[src/core/etc_pkg.sv]
package etc_pkg;
    // ------------------------------------------------------------
    // register byte addresses on the axi4-lite bus
    // ------------------------------------------------------------
    localparam logic [3:0] ADDR_CONTROL = 4'h0;  // counter_control
    localparam logic [3:0] ADDR_LOW = 4'h4;      // count_low_byte
    localparam logic [3:0] ADDR_HIGH = 4'h8;     // count_high_buffer
    localparam logic [3:0] ADDR_INTCTL = 4'hC;   // interrupt_control

    // ------------------------------------------------------------
    // counter_control field positions and reset value
    // ------------------------------------------------------------
    localparam int BIT_RUN = 7;
    localparam int BIT_WIDTH8 = 6;
    localparam int BIT_SOURCE = 5;
    localparam int BIT_EDGE = 4;
    localparam int BIT_BYPASS = 3;
    localparam int RATIO_MSB = 2;
    localparam logic [7:0] CONTROL_RESET = 8'hFF;

    // ------------------------------------------------------------
    // interrupt_control field positions; interrupt_control, count_high_buffer and count_low reset values
    // ------------------------------------------------------------
    localparam int BIT_IRQ_EN = 5;
    localparam int BIT_OVF_FLAG = 2;
    localparam logic [7:0] INTCTL_RESET = 8'h00;
    localparam logic [7:0] HIGH_RESET = 8'h00;
    localparam logic [7:0] LOW_RESET = 8'h00;

    // ------------------------------------------------------------
    // timing: instruction cycle is four system clocks
    // ------------------------------------------------------------
    localparam int CLK_PERIOD_NS = 10;
    localparam int INSTR_PERIOD_NS = 40;
    localparam int INSTR_CYCLES = (INSTR_PERIOD_NS + CLK_PERIOD_NS - 1) / CLK_PERIOD_NS;
    localparam int INHIBIT_INSTR = 2;
    localparam int PHASE_WIDTH = 2;

    // axi response codes
    localparam logic [1:0] RESP_OKAY = 2'h0;
    localparam logic [1:0] RESP_SLVERR = 2'h2;
endpackage

[src/core/etc_sync.sv]
// ------------------------------------------------------------
// three-stage pin synchroniser with agreement filter
// ------------------------------------------------------------
module etc_sync (
    input wire logic aclk,
    input wire logic aresetn,
    input wire logic clk_en,
    input wire logic pin_in,
    output logic pin_level
);
    logic stage1;  // metastable stage, read only by stage2
    logic stage2;
    logic stage3;

    // shift chain; level moves only when the two settled stages agree
    always_ff @(posedge aclk) begin
        if (!aresetn) begin
            stage1 <= 1'b0;
            stage2 <= 1'b0;
            stage3 <= 1'b0;
            pin_level <= 1'b0;
        end else if (clk_en) begin
            stage1 <= pin_in;
            stage2 <= stage1;
            stage3 <= stage2;
            if (stage2 == stage3) begin
                pin_level <= stage3;
            end
        end
    end
endmodule

[src/core/etc_timer.sv]
module etc_timer (
    input wire logic aclk,
    input wire logic aresetn,
    input wire logic clk_en,
    input wire logic sleep,
    input wire logic external_count_pin,
    output logic overflow_irq,
    input wire logic [31:0] s_axi_awaddr,
    input wire logic s_axi_awvalid,
    output logic s_axi_awready,
    input wire logic [31:0] s_axi_wdata,
    input wire logic [3:0] s_axi_wstrb,
    input wire logic s_axi_wvalid,
    output logic s_axi_wready,
    output logic [1:0] s_axi_bresp,
    output logic s_axi_bvalid,
    input wire logic s_axi_bready,
    input wire logic [31:0] s_axi_araddr,
    input wire logic s_axi_arvalid,
    output logic s_axi_arready,
    output logic [31:0] s_axi_rdata,
    output logic [1:0] s_axi_rresp,
    output logic s_axi_rvalid,
    input wire logic s_axi_rready
);
    // ------------------------------------------------------------
    // state
    // ------------------------------------------------------------
    localparam int PHASE_WIDTH_L = etc_pkg::PHASE_WIDTH;
    localparam logic [PHASE_WIDTH_L-1:0] PHASE_LAST =
        PHASE_WIDTH_L'(etc_pkg::INSTR_CYCLES - 1);
    localparam logic [1:0] INHIBIT_LOAD = 2'(etc_pkg::INHIBIT_INSTR);

    logic [7:0] counter_control;      // mode bits
    logic [7:0] interrupt_control;    // enable and flag
    logic [7:0] count_high_buffer;    // software-visible buffer
    logic [7:0] count_low;            // true low byte
    logic [7:0] count_upper;          // true upper byte, hidden
    logic [7:0] divider;              // hidden prescaler count
    logic [PHASE_WIDTH_L-1:0] phase;  // system clocks within a cycle
    logic [1:0] inhibit;              // instruction cycles still held
    logic pin_level;                  // synchronised pin
    logic pin_prev;                   // previous synchronised level

    // ------------------------------------------------------------
    // axi write channel: take address and data in either order
    // ------------------------------------------------------------
    logic aw_held;
    logic aw_out;  // address above the register window
    logic w_held;
    logic [3:0] aw_addr;
    logic [7:0] w_byte;
    logic w_lane0;
    logic do_write;
    logic wr_ok;

    assign s_axi_awready = !aw_held && !s_axi_bvalid;
    assign s_axi_wready = !w_held && !s_axi_bvalid;
    assign do_write = aw_held && w_held && clk_en;
    // upper address bits must be zero, or the four registers would alias
    assign wr_ok = !aw_out && ((aw_addr == etc_pkg::ADDR_CONTROL)
        || (aw_addr == etc_pkg::ADDR_LOW) || (aw_addr == etc_pkg::ADDR_HIGH)
        || (aw_addr == etc_pkg::ADDR_INTCTL));

    // capture write address and data, then answer
    always_ff @(posedge aclk) begin
        if (!aresetn) begin
            aw_held <= 1'b0;
            w_held <= 1'b0;
            aw_addr <= 4'h0;
            aw_out <= 1'b0;
            w_byte <= 8'h00;
            w_lane0 <= 1'b0;
            s_axi_bvalid <= 1'b0;
            s_axi_bresp <= etc_pkg::RESP_OKAY;
        end else if (clk_en) begin
            if (s_axi_awvalid && s_axi_awready) begin
                aw_held <= 1'b1;
                aw_addr <= s_axi_awaddr[3:0];
                aw_out <= s_axi_awaddr[31:4] != 28'h0000000;
            end
            if (s_axi_wvalid && s_axi_wready) begin
                w_held <= 1'b1;
                w_byte <= s_axi_wdata[7:0];
                w_lane0 <= s_axi_wstrb[0];
            end
            if (do_write) begin
                aw_held <= 1'b0;
                w_held <= 1'b0;
                s_axi_bvalid <= 1'b1;
                s_axi_bresp <= wr_ok ? etc_pkg::RESP_OKAY : etc_pkg::RESP_SLVERR;
            end else if (s_axi_bvalid && s_axi_bready) begin
                s_axi_bvalid <= 1'b0;
            end
        end
    end

    // register write strobes, only lane 0 carries data
    logic wr_control;
    logic wr_low;
    logic wr_high;
    logic wr_intctl;
    assign wr_control = do_write && w_lane0 && !aw_out && aw_addr == etc_pkg::ADDR_CONTROL;
    assign wr_low = do_write && w_lane0 && !aw_out && aw_addr == etc_pkg::ADDR_LOW;
    assign wr_high = do_write && w_lane0 && !aw_out && aw_addr == etc_pkg::ADDR_HIGH;
    assign wr_intctl = do_write && w_lane0 && !aw_out && aw_addr == etc_pkg::ADDR_INTCTL;

    // ------------------------------------------------------------
    // axi read channel: one-cycle answer from registers
    // ------------------------------------------------------------
    logic rd_low;
    logic ar_out;  // read address above the register window
    assign s_axi_arready = !s_axi_rvalid;
    assign ar_out = s_axi_araddr[31:4] != 28'h0000000;
    assign rd_low = s_axi_arvalid && s_axi_arready && clk_en && !ar_out
        && s_axi_araddr[3:0] == etc_pkg::ADDR_LOW;

    // read mux and response
    always_ff @(posedge aclk) begin
        if (!aresetn) begin
            s_axi_rvalid <= 1'b0;
            s_axi_rdata <= 32'h0000_0000;
            s_axi_rresp <= etc_pkg::RESP_OKAY;
        end else if (clk_en) begin
            if (s_axi_arvalid && s_axi_arready) begin
                s_axi_rvalid <= 1'b1;
                s_axi_rresp <= etc_pkg::RESP_OKAY;
                case ({ar_out, s_axi_araddr[3:0]})
                    {1'b0, etc_pkg::ADDR_CONTROL}: s_axi_rdata <= {24'h000000, counter_control};
                    {1'b0, etc_pkg::ADDR_LOW}: s_axi_rdata <= {24'h000000, count_low};
                    {1'b0, etc_pkg::ADDR_HIGH}: s_axi_rdata <= {24'h000000, count_high_buffer};
                    {1'b0, etc_pkg::ADDR_INTCTL}: s_axi_rdata <= {24'h000000, interrupt_control};
                    default: begin
                        s_axi_rdata <= 32'h0000_0000;
                        s_axi_rresp <= etc_pkg::RESP_SLVERR;
                    end
                endcase
            end else if (s_axi_rvalid && s_axi_rready) begin
                s_axi_rvalid <= 1'b0;
            end
        end
    end

    // ------------------------------------------------------------
    // count source
    // ------------------------------------------------------------
    // pin synchroniser
    etc_sync u_sync (
        .aclk(aclk),
        .aresetn(aresetn),
        .clk_en(clk_en),
        .pin_in(external_count_pin),
        .pin_level(pin_level)
    );

    // edge detector and instruction phase counter
    always_ff @(posedge aclk) begin
        if (!aresetn) begin
            pin_prev <= 1'b0;
            phase <= '0;
        end else if (clk_en) begin
            pin_prev <= pin_level;
            phase <= (phase == PHASE_LAST) ? '0 : phase + 1'b1;
        end
    end

    logic instr_tick;   // one system clock per instruction cycle
    logic pin_edge;     // selected pin transition
    logic source_tick;  // raw count event
    logic div_tick;     // divider output event
    logic count_tick;   // event reaching the counter
    logic running;
    assign instr_tick = phase == PHASE_LAST;
    // falling when edge bit set, rising otherwise
    assign pin_edge = counter_control[etc_pkg::BIT_EDGE] ? (pin_prev && !pin_level)
        : (!pin_prev && pin_level);
    assign source_tick = counter_control[etc_pkg::BIT_SOURCE] ? pin_edge : instr_tick;
    assign running = counter_control[etc_pkg::BIT_RUN] && !sleep;

    // ------------------------------------------------------------
    // prescaler
    // ------------------------------------------------------------
    logic [2:0] ratio;
    logic [7:0] div_mask;
    assign ratio = counter_control[etc_pkg::RATIO_MSB:0];
    assign div_mask = 8'((9'h002 << ratio) - 9'h001);
    assign div_tick = source_tick && ((divider & div_mask) == div_mask);
    // bypass picks the raw source; read live each cycle
    assign count_tick = counter_control[etc_pkg::BIT_BYPASS] ? source_tick : div_tick;

    // hidden divider count, no bus path
    always_ff @(posedge aclk) begin
        if (!aresetn) begin
            divider <= 8'h00;
        end else if (clk_en) begin
            if (wr_low && !counter_control[etc_pkg::BIT_BYPASS]) begin
                divider <= 8'h00;
            end else if (running && source_tick && !counter_control[etc_pkg::BIT_BYPASS]) begin
                divider <= divider + 8'h01;
            end
        end
    end

    // ------------------------------------------------------------
    // counter core
    // ------------------------------------------------------------
    logic step;
    logic wrap;
    logic width8;
    assign width8 = counter_control[etc_pkg::BIT_WIDTH8];
    // step blocked while inhibit is live
    assign step = running && count_tick && inhibit == 2'd0;
    // rollover, low byte only in 8-bit mode
    assign wrap = step && count_low == 8'hFF && (width8 || count_upper == 8'hFF);

    // inhibit counts instruction cycles after a count write
    always_ff @(posedge aclk) begin
        if (!aresetn) begin
            inhibit <= 2'd0;
        end else if (clk_en) begin
            if (wr_low) begin
                inhibit <= INHIBIT_LOAD;
            end else if (instr_tick && inhibit != 2'd0) begin
                inhibit <= inhibit - 2'd1;
            end
        end
    end

    // count bytes; prescaler bypassed steps each source tick
    always_ff @(posedge aclk) begin
        if (!aresetn) begin
            count_low <= etc_pkg::LOW_RESET;
            count_upper <= 8'h00;
        end else if (clk_en) begin
            if (wr_low) begin
                count_low <= w_byte;
                if (!width8) begin
                    count_upper <= count_high_buffer;
                end
            end else if (step) begin
                count_low <= count_low + 8'h01;
                // upper carries only in 16-bit mode
                if (!width8 && count_low == 8'hFF) begin
                    count_upper <= count_upper + 8'h01;
                end
            end
        end
    end

    // in 16-bit mode a low read snapshots the upper byte; buffer write stands alone
    always_ff @(posedge aclk) begin
        if (!aresetn) begin
            count_high_buffer <= etc_pkg::HIGH_RESET;
        end else if (clk_en) begin
            if (wr_high) begin
                count_high_buffer <= w_byte;
            end else if (rd_low && !width8) begin
                count_high_buffer <= count_upper;
            end
        end
    end

    // ------------------------------------------------------------
    // control and interrupt registers
    // ------------------------------------------------------------
    // width and mode bits written whole
    always_ff @(posedge aclk) begin
        if (!aresetn) begin
            counter_control <= etc_pkg::CONTROL_RESET;
        end else if (clk_en && wr_control) begin
            counter_control <= w_byte;
        end
    end

    // flag set wins over a same-cycle clear; never self-clears
    always_ff @(posedge aclk) begin
        if (!aresetn) begin
            interrupt_control <= etc_pkg::INTCTL_RESET;
        end else if (clk_en) begin
            if (wr_intctl) begin
                interrupt_control <= w_byte;
            end
            if (wrap) begin
                interrupt_control[etc_pkg::BIT_OVF_FLAG] <= 1'b1;
            end
        end
    end

    assign overflow_irq = interrupt_control[etc_pkg::BIT_IRQ_EN]
        && interrupt_control[etc_pkg::BIT_OVF_FLAG];
endmodule

[config.mk]
export PLATFORM = sky130hd
export DESIGN_NAME = etc_timer
export DESIGN_NICKNAME = d
export VERILOG_FILES = /design/src/core/etc_pkg.sv /design/src/core/etc_sync.sv /design/src/core/etc_timer.sv
export SDC_FILE = /design/constraint.sdc
export NUM_CORES = 1
export LEC_CHECK = 0
export BUFFER_PORTS_ARGS = -buffer_cell sky130_fd_sc_hd__buf_2
export CAP_MARGIN = 20
export CORE_MARGIN = 2
export CORE_UTILIZATION = 31
export DETAILED_ROUTE_END_ITERATION = 12
export PLACE_DENSITY_LB_ADDON = 0.25
export SETUP_SLACK_MARGIN = 0.4
export SLEW_MARGIN = 20
export SYNTH_ARGS = -nofsm -noshare
export SYNTH_HDL_FRONTEND = slang
export SYNTH_SLANG_ARGS = --single-unit
[constraint.sdc]
create_clock -name aclk -period 2.2 [get_ports aclk]
set_clock_uncertainty 0.05 [all_clocks]
set_input_delay 0.55 -clock aclk [delete_from_list [all_inputs] [get_ports aclk]]
set_output_delay 0.55 -clock aclk [all_outputs]
set_load 0.1 [all_outputs]
==> results of run 1 <==
-- worst min-delay path: stages --
cell and delay [ns]:
buf_2 0.07, mux2i_1 0.05, nor2_1 0.07
-- cell usage in the layout, fill, tap and decap left out, drive strengths merged, types with 14 or more instances in the layout --
| cell type | n |
|---|---|
| nor4 | 21 |
| nor3 | 14 |
| buf | 134 |
| a21oi | 45 |
| dfxtp | 85 |
| conb | 26 |
| nor2 | 51 |
| nand3 | 17 |
| mux2i | 33 |
| nand2 | 68 |
-- state kept, by name (all words and copies together), names as in the netlist, 2 cells and up --
name               cells
count_high_buffer      8
count_low              8
count_upper            8
counter_control        8
divider                8
interrupt_control      8
s_axi_rdata            8
w_byte                 8
aw_addr                4
inhibit                2
phase                  2
-- worst max path at each step --
| stage | start | end | slack, ns | cells after the start |
|---|---|---|---|---|
| floorplan | s_axi_araddr[13] | count_high_buffer[0] | 0.26 | 6 |
| global placement | clk_en | count_high_buffer[7] | 0.07 | 8 |
| detailed placement | clk_en | count_high_buffer[7] | 0.01 | 8 |
| CTS | aw_addr[0] | count_high_buffer[7] | 0.30 | 8 |
| global route | counter_control[4] | count_low[5] | 0.19 | 6 |
| finish | aw_addr[0] | count_high_buffer[1] | 0.28 | 8 |
-- power breakdown --
part	switching (W)	internal (W)	leakage [nW]
logic	0.000377	0.000129	1.60
clock network	0.000626	0.000941	0.148
registers	0.0000306	0.00156	0.694
total	0.00103	0.00263	2.44
-- metrics by stage --
| step | hold WS, ns | cell area, um2 |
|---|---|---|
| 4_1_cts | 0.3872 | 5703 |
| 3_3_place_gp | 0.3848 | 5229 |
| 5_1_grt | 0.3860 | 5967 |
| 2_1_floorplan | 0.3781 | 4659 |
| 3_5_place_dp | 0.3904 | 5229 |
| 6_report | 0.3906 | 5967 |
-- cells in the mapped netlist, drive strengths merged, types with 8 or more instances --
| cell | count |
|---|---|
| nand2 | 68 |
| a21oi | 45 |
| mux2 | 8 |
| nor3 | 14 |
| o21ai | 13 |
| buf | 37 |
| mux4 | 8 |
| nand3 | 17 |
| nor4 | 21 |
| nor2 | 51 |
| nor3b | 8 |
| clkbuf | 13 |
| dfxtp | 85 |
| mux2i | 33 |
-- cells by family after synthesis --
group,synth area share
AOI/OAI and AO/OA,0.1295
xor gates and xnor gates,0.01404
adders and majority gates,0.01433
buffers and inverters,0.07452
DFF,0.3898
muxes,0.1376
other,0.0008590
and+or+nand+nor,0.2393
-- layout make-up --
type | instances | area [um2] | share of cell area
Clock buffer | 11 | 252.7 | 0.04236
Clock inverter | 5 | 58.81 | 0.009855
Inverter | 8 | 33.78 | 0.005662
Multi-Input combinational cell | 387 | 2823 | 0.4731
Sequential cell | 85 | 1733 | 0.2904
Tap cell | 180 | 225.2 | 0.03774
Timing Repair Buffer | 135 | 840.8 | 0.1409
-- layer usage --
layer	vias up	wire (um)	share of wire
met5	-	0	0
met4	0	214	0.018
met3	18	688	0.056
met2	135	5871	0.48
met1	1915	5407	0.44
li1	2002	-	-
-- what timing repair did --
| action | 4_1_cts | 5_1_grt |
|---|---|---|
| setup buffers | 8 | 7 |
| endpoints found under the setup margin | 30 | 36 |
| resized for setup | 30 | 47 |
| pin swaps | 6 | 19 |
| cloned | 1 | 1 |
==> impl_metrics.env, run 1 <==
export IMPL_wirelength_mm=12.18
export IMPL_powerDensity_mw_per_mm2=614.1
export IMPL_syn_inst=505
export IMPL_clkTransAtPathRegs_ns=0.07
export IMPL_use_met1=0.2161
export IMPL_drive_gt1_frac=0.3851
export IMPL_fin_total_pwr_w=0.003664
export IMPL_yosysTopAreaCellShare=0.3898
export IMPL_setup_ws_ns=0.2782
export IMPL_grt_pass1_wl_mm=19.54
export IMPL_status="completed"
export IMPL_r2r_cells=8
export IMPL_final_cells=811
export IMPL_required_ns=2.36
export IMPL_fin_crit_sh=0.8736
export IMPL_gr_usage_met2=0.2821
export IMPL_timing_fmax_ghz=0.5203
export IMPL_grt_total_usage=0.1667
export IMPL_max_cap_violations=0
export IMPL_htreeDepth=3
export IMPL_setup_tns_ns=0
export IMPL_r2r_start="aw_addr[0]"
export IMPL_ys_ff_latch=85
export IMPL_relSlewSlack=0.5668
export IMPL_cts_hold_buf=0
export IMPL_ios=152
export IMPL_place_congestion=0.8015
export IMPL_vias=4070
export IMPL_min_from="external_count_pin"
export IMPL_io_buffers=98
export IMPL_post_route_util=0.4315
export IMPL_crit_type="flop to flop"
export IMPL_antenna_found_initial=0
export IMPL_drc=0
export IMPL_ir_worst_vdd_mv=0.3338
export IMPL_cp_slowest_cell="dfxtp_2"
export IMPL_nFillCells=1353
export IMPL_synth_edf_count=0
export IMPL_clk_latency_ns=0.34
export IMPL_nets=741
export IMPL_initial_core_util=0.3157
export IMPL_tightestPinTransition_ns=0.6498
export IMPL_syn_mean_instance_area_um2=8.644
export IMPL_diodes=0
export IMPL_die_h_um=122.7
export IMPL_endpoint_kind="flop"
export IMPL_grt_max_degree=52
export IMPL_viasPerCell=5.018
export IMPL_area_delta_synth_final_pct=36.69
export IMPL_path_cells="nor3_2, buf_4, nand3_4, nor3b_4, buf_6, mux2_4, mux2i_1, nor2_1"
export IMPL_cts_root_buf="clkbuf_16"
export IMPL_start_kind="flop"
export IMPL_finalSetupViolations=0
export IMPL_hold_path_depth=3
export IMPL_cp_max_fo=5
export IMPL_wl_per_cell_um=15.02
export IMPL_die_area_mm2=0.01505
export IMPL_hold_viol_final=0
export IMPL_drt_iter0_drc=278
export IMPL_firstDrtPassIters=4
export IMPL_dp_slack_ns=0.01123
export IMPL_cts_buffer_depth=2
export IMPL_cts_sinks=85
export IMPL_grt_pass1_vias=3873
export IMPL_die_w_um=122.7
export IMPL_synthDistinctLibCells=55
export IMPL_core_mm2=0.01383
export IMPL_path_delay_family="simple AND/OR/NAND/NOR gates"
export IMPL_dpl_cell_count=778
export IMPL_hold_end="u_sync.stage1"
export IMPL_yosysWarnings=0
export IMPL_synth_ff_type="dfxtp_1"
export IMPL_slew_violations=0
export IMPL_ant_nets=0
export IMPL_r2r_setup_slack_ns=0.28
export IMPL_p_leak_nw=2.439
export IMPL_rsz0062_at_grt="yes"
export IMPL_worst_path_buf_inv=2
export IMPL_grt_ovfl_total=0
export IMPL_critical_path_max_stage_delay_ns=0.32
export IMPL_netlist_area_mm2=0.004365
export IMPL_min_path_type="input port to flop"
export IMPL_layout_min_cycle_time_ns=1.922
export IMPL_cts_buffers=9
export IMPL_yosysTopAreaCell="dfxtp_1"
export IMPL_worstReg2RegEnd="count_high_buffer[1]"
export IMPL_cts_tree="yes"
export IMPL_arrival_ns=2.08
export IMPL_dpl_hpwl_mm=8.687
export IMPL_ys_top_cells_by_area="dfxtp_1, mux2i_1, nand2_1"
export IMPL_async_reset_ff_frac=0
export IMPL_grt_busiest_layer="met2"
export IMPL_fp_row_count=43
export IMPL_ys_seq_area_frac=0.3898
export IMPL_use_met3=0.03067
No activity file was read; power rests on OpenSTA's default activity.
==> inputs of run 2 (changes only) <==
==> constraint.sdc (replaced) <==
create_clock -name aclk -period 2.5 [get_ports aclk]
set_clock_uncertainty 0.05 [all_clocks]
set_input_delay 0.625 -clock aclk [delete_from_list [all_inputs] [get_ports aclk]]
set_output_delay 0.625 -clock aclk [all_outputs]
set_load 0.1 [all_outputs]
==> run 2 against run 1 <==
Net effect:
- register-to-register slack improved by 0.22 ns
- combinational power is 17% lower
- via count shrank 2.1%
- count of clock-buffer cells in the layout up 1
- global-route usage is 0.078 points higher
- flip-flop and latch count unchanged
- critical path type unchanged
==> impl_metrics.env, run 2 (synthesis results as in run 1) <==
export IMPL_status="completed"
export IMPL_powerDensity_mw_per_mm2=605.0
export IMPL_crit_type="flop to flop"
export IMPL_max_cap_violations=0
export IMPL_grt_total_usage=0.1675
export IMPL_final_cells=791
export IMPL_firstDrtPassIters=4
export IMPL_wl_per_cell_um=15.12
export IMPL_antenna_found_initial=0
export IMPL_rsz0062_at_grt="yes"
export IMPL_cp_max_fo=11
export IMPL_fin_total_pwr_w=0.003286
export IMPL_ios=152
export IMPL_arrival_ns=2.17
export IMPL_path_cells="nor2b_1, o21ai_1, a221oi_4, nor4_2, buf_4, o21ai_2, o22ai_1"
export IMPL_post_route_util=0.3928
export IMPL_combPwrFrac=0.127
export IMPL_initial_core_util=0.3157
export IMPL_die_h_um=122.7
export IMPL_drive_gt1_frac=0.2897
export IMPL_critical_path_max_stage_delay_ns=0.44
export IMPL_start_kind="flop"
export IMPL_endpoint_kind="flop"
export IMPL_diodes=0
export IMPL_mostFrequentLayoutCells="buf_2, dfxtp_1, nand2_1"
export IMPL_p_leak_nw=2.252
export IMPL_clock_power_share=0.446
export IMPL_path_delay_family="compound AO/OA/AOI/OAI gates"
export IMPL_die_w_um=122.7
export IMPL_nFillCells=1382
export IMPL_grt_pass1_wl_mm=19.51
export IMPL_r2r_cells=7
export IMPL_cts_buffer_depth=2
export IMPL_nets=721
export IMPL_sw_frac_of_total=0.2695
export IMPL_cts_root_buf="clkbuf_16"
export IMPL_grt_max_degree=52
export IMPL_p_sw_w=0.0008857
export IMPL_place_congestion=0.8348
export IMPL_htreeDepth=3
export IMPL_clkTransAtPathRegs_ns=0.06
export IMPL_timing_fmax_ghz=0.5005
export IMPL_cts_sinks=85
export IMPL_io_buffers=98
export IMPL_power_frac_seq=0.427
export IMPL_cts_hold_buf=0
export IMPL_relSlewSlack=0.5047
export IMPL_ir_worst_vdd_mv=0.3125
export IMPL_tightestPinTransition_ns=0.7429
export IMPL_crit_path_end="count_upper[6]"
export IMPL_min_path_type="flop to flop"
export IMPL_fin_crit_sh=0.7991
export IMPL_crit_start="counter_control[1]"
export IMPL_clk_latency_ns=0.34
export IMPL_grt_ovfl_total=0
export IMPL_drc=0
export IMPL_slew_violations=0
export IMPL_worstReg2RegEnd="count_upper[6]"
export IMPL_required_ns=2.68
export IMPL_die_area_mm2=0.01505
export IMPL_r2r_start="counter_control[1]"
export IMPL_layout_commonest_cell="buf_2"
export IMPL_cts_buffers=9
export IMPL_dpl_hpwl_mm=8.829
export IMPL_worst_path_stages=7
export IMPL_finalSetupViolations=0
export IMPL_viasPerCell=5.038
export IMPL_cts_tree="yes"
export IMPL_layout_min_cycle_time_ns=1.998
export IMPL_grt_pass1_vias=3933
export IMPL_drt_iter0_drc=176
export IMPL_r2r_setup_slack_ns=0.50
export IMPL_dpl_cell_count=772
export IMPL_hold_viol_final=0
export IMPL_area_delta_synth_final_pct=24.42
export IMPL_setup_tns_ns=0
export IMPL_wirelength_mm=11.96
export IMPL_vias=3985
export IMPL_core_mm2=0.01383
export IMPL_fp_row_count=43
export IMPL_cp_slowest_cell="dfxtp_1"
export IMPL_worst_path_buf_inv=1
export IMPL_ant_nets=0
export IMPL_power_internal_w=0.002400
-- run 2: changes by cell type in the layout (fill, tap and decap cells not counted), sizes merged --
cell / change
buf: -20
bufinv: +1
clkbuf: +1
clkinvlp: -2
-- run 2: power by group through the flow --
stage                     logic (W)  clock network, W  registers (W)
after floorplan            0.000327                 0        0.00144
after global placement     0.000411                 0        0.00143
after detailed placement   0.000416                 0        0.00143
after CTS                  0.000418           0.00148        0.00140
after global routing       0.000444           0.00154        0.00141
final                      0.000418           0.00147        0.00140
-- run 2: area by class of cell --
| type | instances | area [um2] | area share |
|---|---|---|---|
| inverter | 8 | 33.78 | 0.006220 |
| sequential | 85 | 1707 | 0.3142 |
| timing repair buffer | 115 | 618.1 | 0.1138 |
| multi-input combinational | 387 | 2521 | 0.4642 |
| clock buffer | 12 | 256.5 | 0.04722 |
| tap | 180 | 225.2 | 0.04147 |
| clock inverter | 4 | 70.07 | 0.01290 |
-- run 2: how the worst min path moves through the flow --
stage,startpoint,slack [ns],to,depth (start not counted)
after floorplan,u_sync.stage3,0.39,u_sync.pin_level,2
after global routing,s_axi_rdata[3],0.43,s_axi_rdata[3],2
after global placement,s_axi_rdata[3],0.39,s_axi_rdata[3],2
final,s_axi_rdata[7],0.40,s_axi_rdata[7],2
after CTS,s_axi_rdata[1],0.40,s_axi_rdata[1],2
after detailed placement,s_axi_rdata[7],0.39,s_axi_rdata[7],2
-- run 2: tightest hold or removal path: cells and delay by family, from the launching register on --
family           cells  cell delay [ns]
AND/OR/NAND/NOR      1             0.05
AO/OA/AOI/OAI        1             0.05
flip-flops           1             0.31
-- run 2: layer usage --
metal,vias to the layer above,GRT usage,wire length (um)
met1,1881,0.2129,5316
met2,124,0.2752,5599
met4,0,0.06034,295
met3,18,0.04089,750
met5,-,0,0
li1,1962,-,-
-- run 2: what timing repair did --
action,in CTS,in global routing
pin swaps,2,4
buffers inserted,2,0
gates resized for setup,1,18
cloned,0,1
endpoints found under the setup margin,8,25
endpoints found under the hold margin,0,0
-- run 2: stage by stage --
stage,hold slack [ns],worst slack (ns),cell area (um2)
after floorplan,0.3857,0.3981,4483
after global placement,0.3894,0.1440,5006
after detailed placement,0.3943,0.1307,5006
after CTS,0.4037,0.3891,5353
after global routing,0.4300,0.3762,5431
final,0.3999,0.5022,5431
==> inputs of run 3 (changes only) <==
--- a/config.mk
+++ b/config.mk
@@ -5,6 +5,7 @@
 export SDC_FILE = /design/constraint.sdc
 export NUM_CORES = 1
 export LEC_CHECK = 0
+export ABC_AREA = 1
 export BUFFER_PORTS_ARGS = -buffer_cell sky130_fd_sc_hd__buf_2
 export CAP_MARGIN = 20
 export CORE_MARGIN = 2
==> constraint.sdc (replaced) <==
create_clock -name aclk -period 1.75 [get_ports aclk]
set_clock_uncertainty 0.05 [all_clocks]
set_input_delay 0.4375 -clock aclk [delete_from_list [all_inputs] [get_ports aclk]]
set_output_delay 0.4375 -clock aclk [all_outputs]
set_load 0.1 [all_outputs]
==> run 3 against run 2 <==
Net effect:
- count of clock-buffer cells in the layout down 1
- final cell count rose by 35%
- register-to-register slack got worse by 0.42 ns
- via count is 32% higher
- sequential share of layout area down 9.3 points
- die area up 4.1%
- critical path type unchanged
- routed wire length grew 37%
- first-iteration DRC count rose by 47%
- non-clock buffer count grew 90
==> impl_metrics.env, run 3 <==
export IMPL_fp_row_count=44
export IMPL_initial_core_util=0.3153
export IMPL_critical_path_max_stage_delay_ns=0.35
export IMPL_die_area_mm2=0.01566
export IMPL_vias=5276
export IMPL_slew_violations=0
export IMPL_wl_per_cell_um=15.33
export IMPL_syn_inst=682
export IMPL_nets=992
export IMPL_grt_ovfl_total=0
export IMPL_cts_root_buf="clkbuf_16"
export IMPL_hold_viol_final=0
export IMPL_path_delay_family="simple AND/OR/NAND/NOR gates"
export IMPL_io_buffers=98
export IMPL_die_h_um=125.1
export IMPL_core_mm2=0.01442
export IMPL_status="completed"
export IMPL_finalSetupViolations=0
export IMPL_grt_max_degree=31
export IMPL_clkTransAtPathRegs_ns=0.06
export IMPL_synthTopCellsByCount="nand2_1, nor2_1, dfxtp_1, o21ai_0, nand3_1"
export IMPL_yosysMostFrequentCell="nand2_1"
export IMPL_cp_max_fo=6
export IMPL_syn_mean_instance_area_um2=6.669
export IMPL_synthDistinctLibCells=39
export IMPL_synth_ff_type="dfxtp_1"
export IMPL_final_area_mm2=0.007911
export IMPL_firstDrtPassIters=5
export IMPL_multi_input_area_mm2=0.003495
export IMPL_cts_buffers=9
export IMPL_antenna_found_initial=0
export IMPL_cts_buffer_depth=2
export IMPL_max_cap_violations=0
export IMPL_layout_min_cycle_time_ns=1.665
export IMPL_dpl_hpwl_mm=10.04
export IMPL_grt_total_usage=0.1988
export IMPL_ir_worst_vdd_mv=0.7515
export IMPL_post_route_util=0.5485
export IMPL_dpl_instance_area_mm2=0.005914
export IMPL_netlist_area_mm2=0.004548
export IMPL_cts_tree="yes"
export IMPL_htreeDepth=3
export IMPL_regArea_mm2=0.001752
export IMPL_yosysWarnings=0
export IMPL_synth_edf_count=0
export IMPL_grt_pass1_vias=4843
export IMPL_wirelength_mm=16.33
export IMPL_path_cells="ha_4, nor2_1, nor2_1, nand3_2, nor2_2, nand2_4, nand2_8, nand2_2, o21ai_1, nor2_1"
export IMPL_cts_hold_buf=0
export IMPL_ys_seq_area_frac=0.3741
export IMPL_start_kind="flop"
export IMPL_area_delta_synth_final_pct=73.95
export IMPL_drive_gt1_frac=0.5096
export IMPL_worst_path_stages=10
export IMPL_cp_common_cell="nor2_1"
export IMPL_fin_crit_sh=0.9515
export IMPL_required_ns=1.94
export IMPL_worst_path_buf_inv=0
export IMPL_endpoint_kind="flop"
export IMPL_async_reset_ff_frac=0
export IMPL_dpl_cell_count=1004
export IMPL_layout_commonest_cell="nand2_1"
export IMPL_ios=152
export IMPL_drc=0
export IMPL_r2r_cells=10
export IMPL_hold_path_depth=3
export IMPL_cts_sinks=85
export IMPL_min_path_type="input port to flop"
export IMPL_yosysTopAreaCell="dfxtp_1"
export IMPL_drt_iter0_drc=258
export IMPL_final_cells=1065
export IMPL_place_congestion=0.8575
export IMPL_viasPerCell=4.954
export IMPL_diodes=0
export IMPL_nFillCells=1299
export IMPL_ys_ff_latch=85
export IMPL_mostFrequentLayoutCells="nand2_1, buf_2, nor2_1"
export IMPL_crit_type="flop to flop"
export IMPL_die_w_um=125.1
export IMPL_yosysTopAreaCellShare=0.3741
export IMPL_timing_fmax_ghz=0.6005
export IMPL_arrival_ns=1.86
export IMPL_ys_top_cells_by_area="dfxtp_1, nand2_1, nor2_1"
export IMPL_rsz0062_at_grt="yes"
export IMPL_clk_latency_ns=0.35
export IMPL_powerDensity_mw_per_mm2=599.0
export IMPL_ant_nets=0
export IMPL_grt_pass1_wl_mm=25.07
export IMPL_p_leak_nw=3.260
export IMPL_cp_slowest_cell="dfxtp_2"
run 3: worst paths after layout:
| kind | slack, ns | startpoint | endpoint |
|---|---|---|---|
| worst max-delay path | 0.08 | phase[0] | count_low[5] |
| worst min register to register | 0.41 | inhibit[1] | inhibit[1] |
| worst max register to register | 0.08 | phase[0] | count_low[5] |
| worst min-delay path | 0.28 | external_count_pin | u_sync.stage1 |
run 3: timing repair:
| item | in CTS | in global routing |
|---|---|---|
| pin swaps | 62 | 70 |
| gates resized for setup | 206 | 140 |
| setup endpoints to repair | 81 | 87 |
| buffers inserted | 24 | 12 |
| cloned | 10 | 0 |
run 3: power breakdown:
group	total [W]	internal, W	switching [W]
Clock	0.00179	0.000988	0.000801
Sequential	0.00201	0.00198	0.0000376
Combinational	0.000936	0.000295	0.000641
run 3: metal layers:
metal	GRT usage	part of all wire	wire length (um)
met2	0.3418	0.50	8234
met5	0	0	0
met3	0.04835	0.065	1054
met4	0.05163	0.021	347
met1	0.2499	0.41	6694
run 3: kinds of logic after synthesis:
logic type                 after synthesis  synth area share
AOI/OAI and AO/OA                      131            0.1582
xor gates and xnor gates                 5          0.009628
adders and majority gates                5           0.01376
buffers and inverters                  112            0.1147
DFF                                     85            0.3741
muxes                                    1          0.002476
other                                    1         0.0008245
and+or+nand+nor                        342            0.3263
run 3: worst reg2reg max path: cells and delay by family, from the launching register on:
kind,cells,cell delay [ns]
AND/OR/NAND/NOR,8,0.87
AO/OA/AOI/OAI,1,0.16
flip-flops,1,0.35
adder cells (fa/ha/maj),1,0.13
run 3: final cells by class:
class	count	area share
clock buffers	11	0.03068
clock inverters	4	0.003163
inverters	63	0.03321
multi-input cells	513	0.4417
flip-flops and latches	85	0.2214
well taps	184	0.02910
repair buffers	205	0.2407
run 3: through the flow:
stage | setup slack, ns | power (W) | TNS [ns] | hold WS (ns)
after floorplan | -0.1509 | 0.002608 | -2.421 | 0.3802
after global placement | -0.1112 | 0.002793 | -2.944 | 0.3915
after detailed placement | -0.1605 | 0.002794 | -3.296 | 0.3973
after CTS | 0.09142 | 0.004673 | 0 | 0.2672
after global routing | -0.05024 | 0.004902 | -0.2384 | 0.2939
final | 0.08484 | 0.004739 | 0 | 0.2767
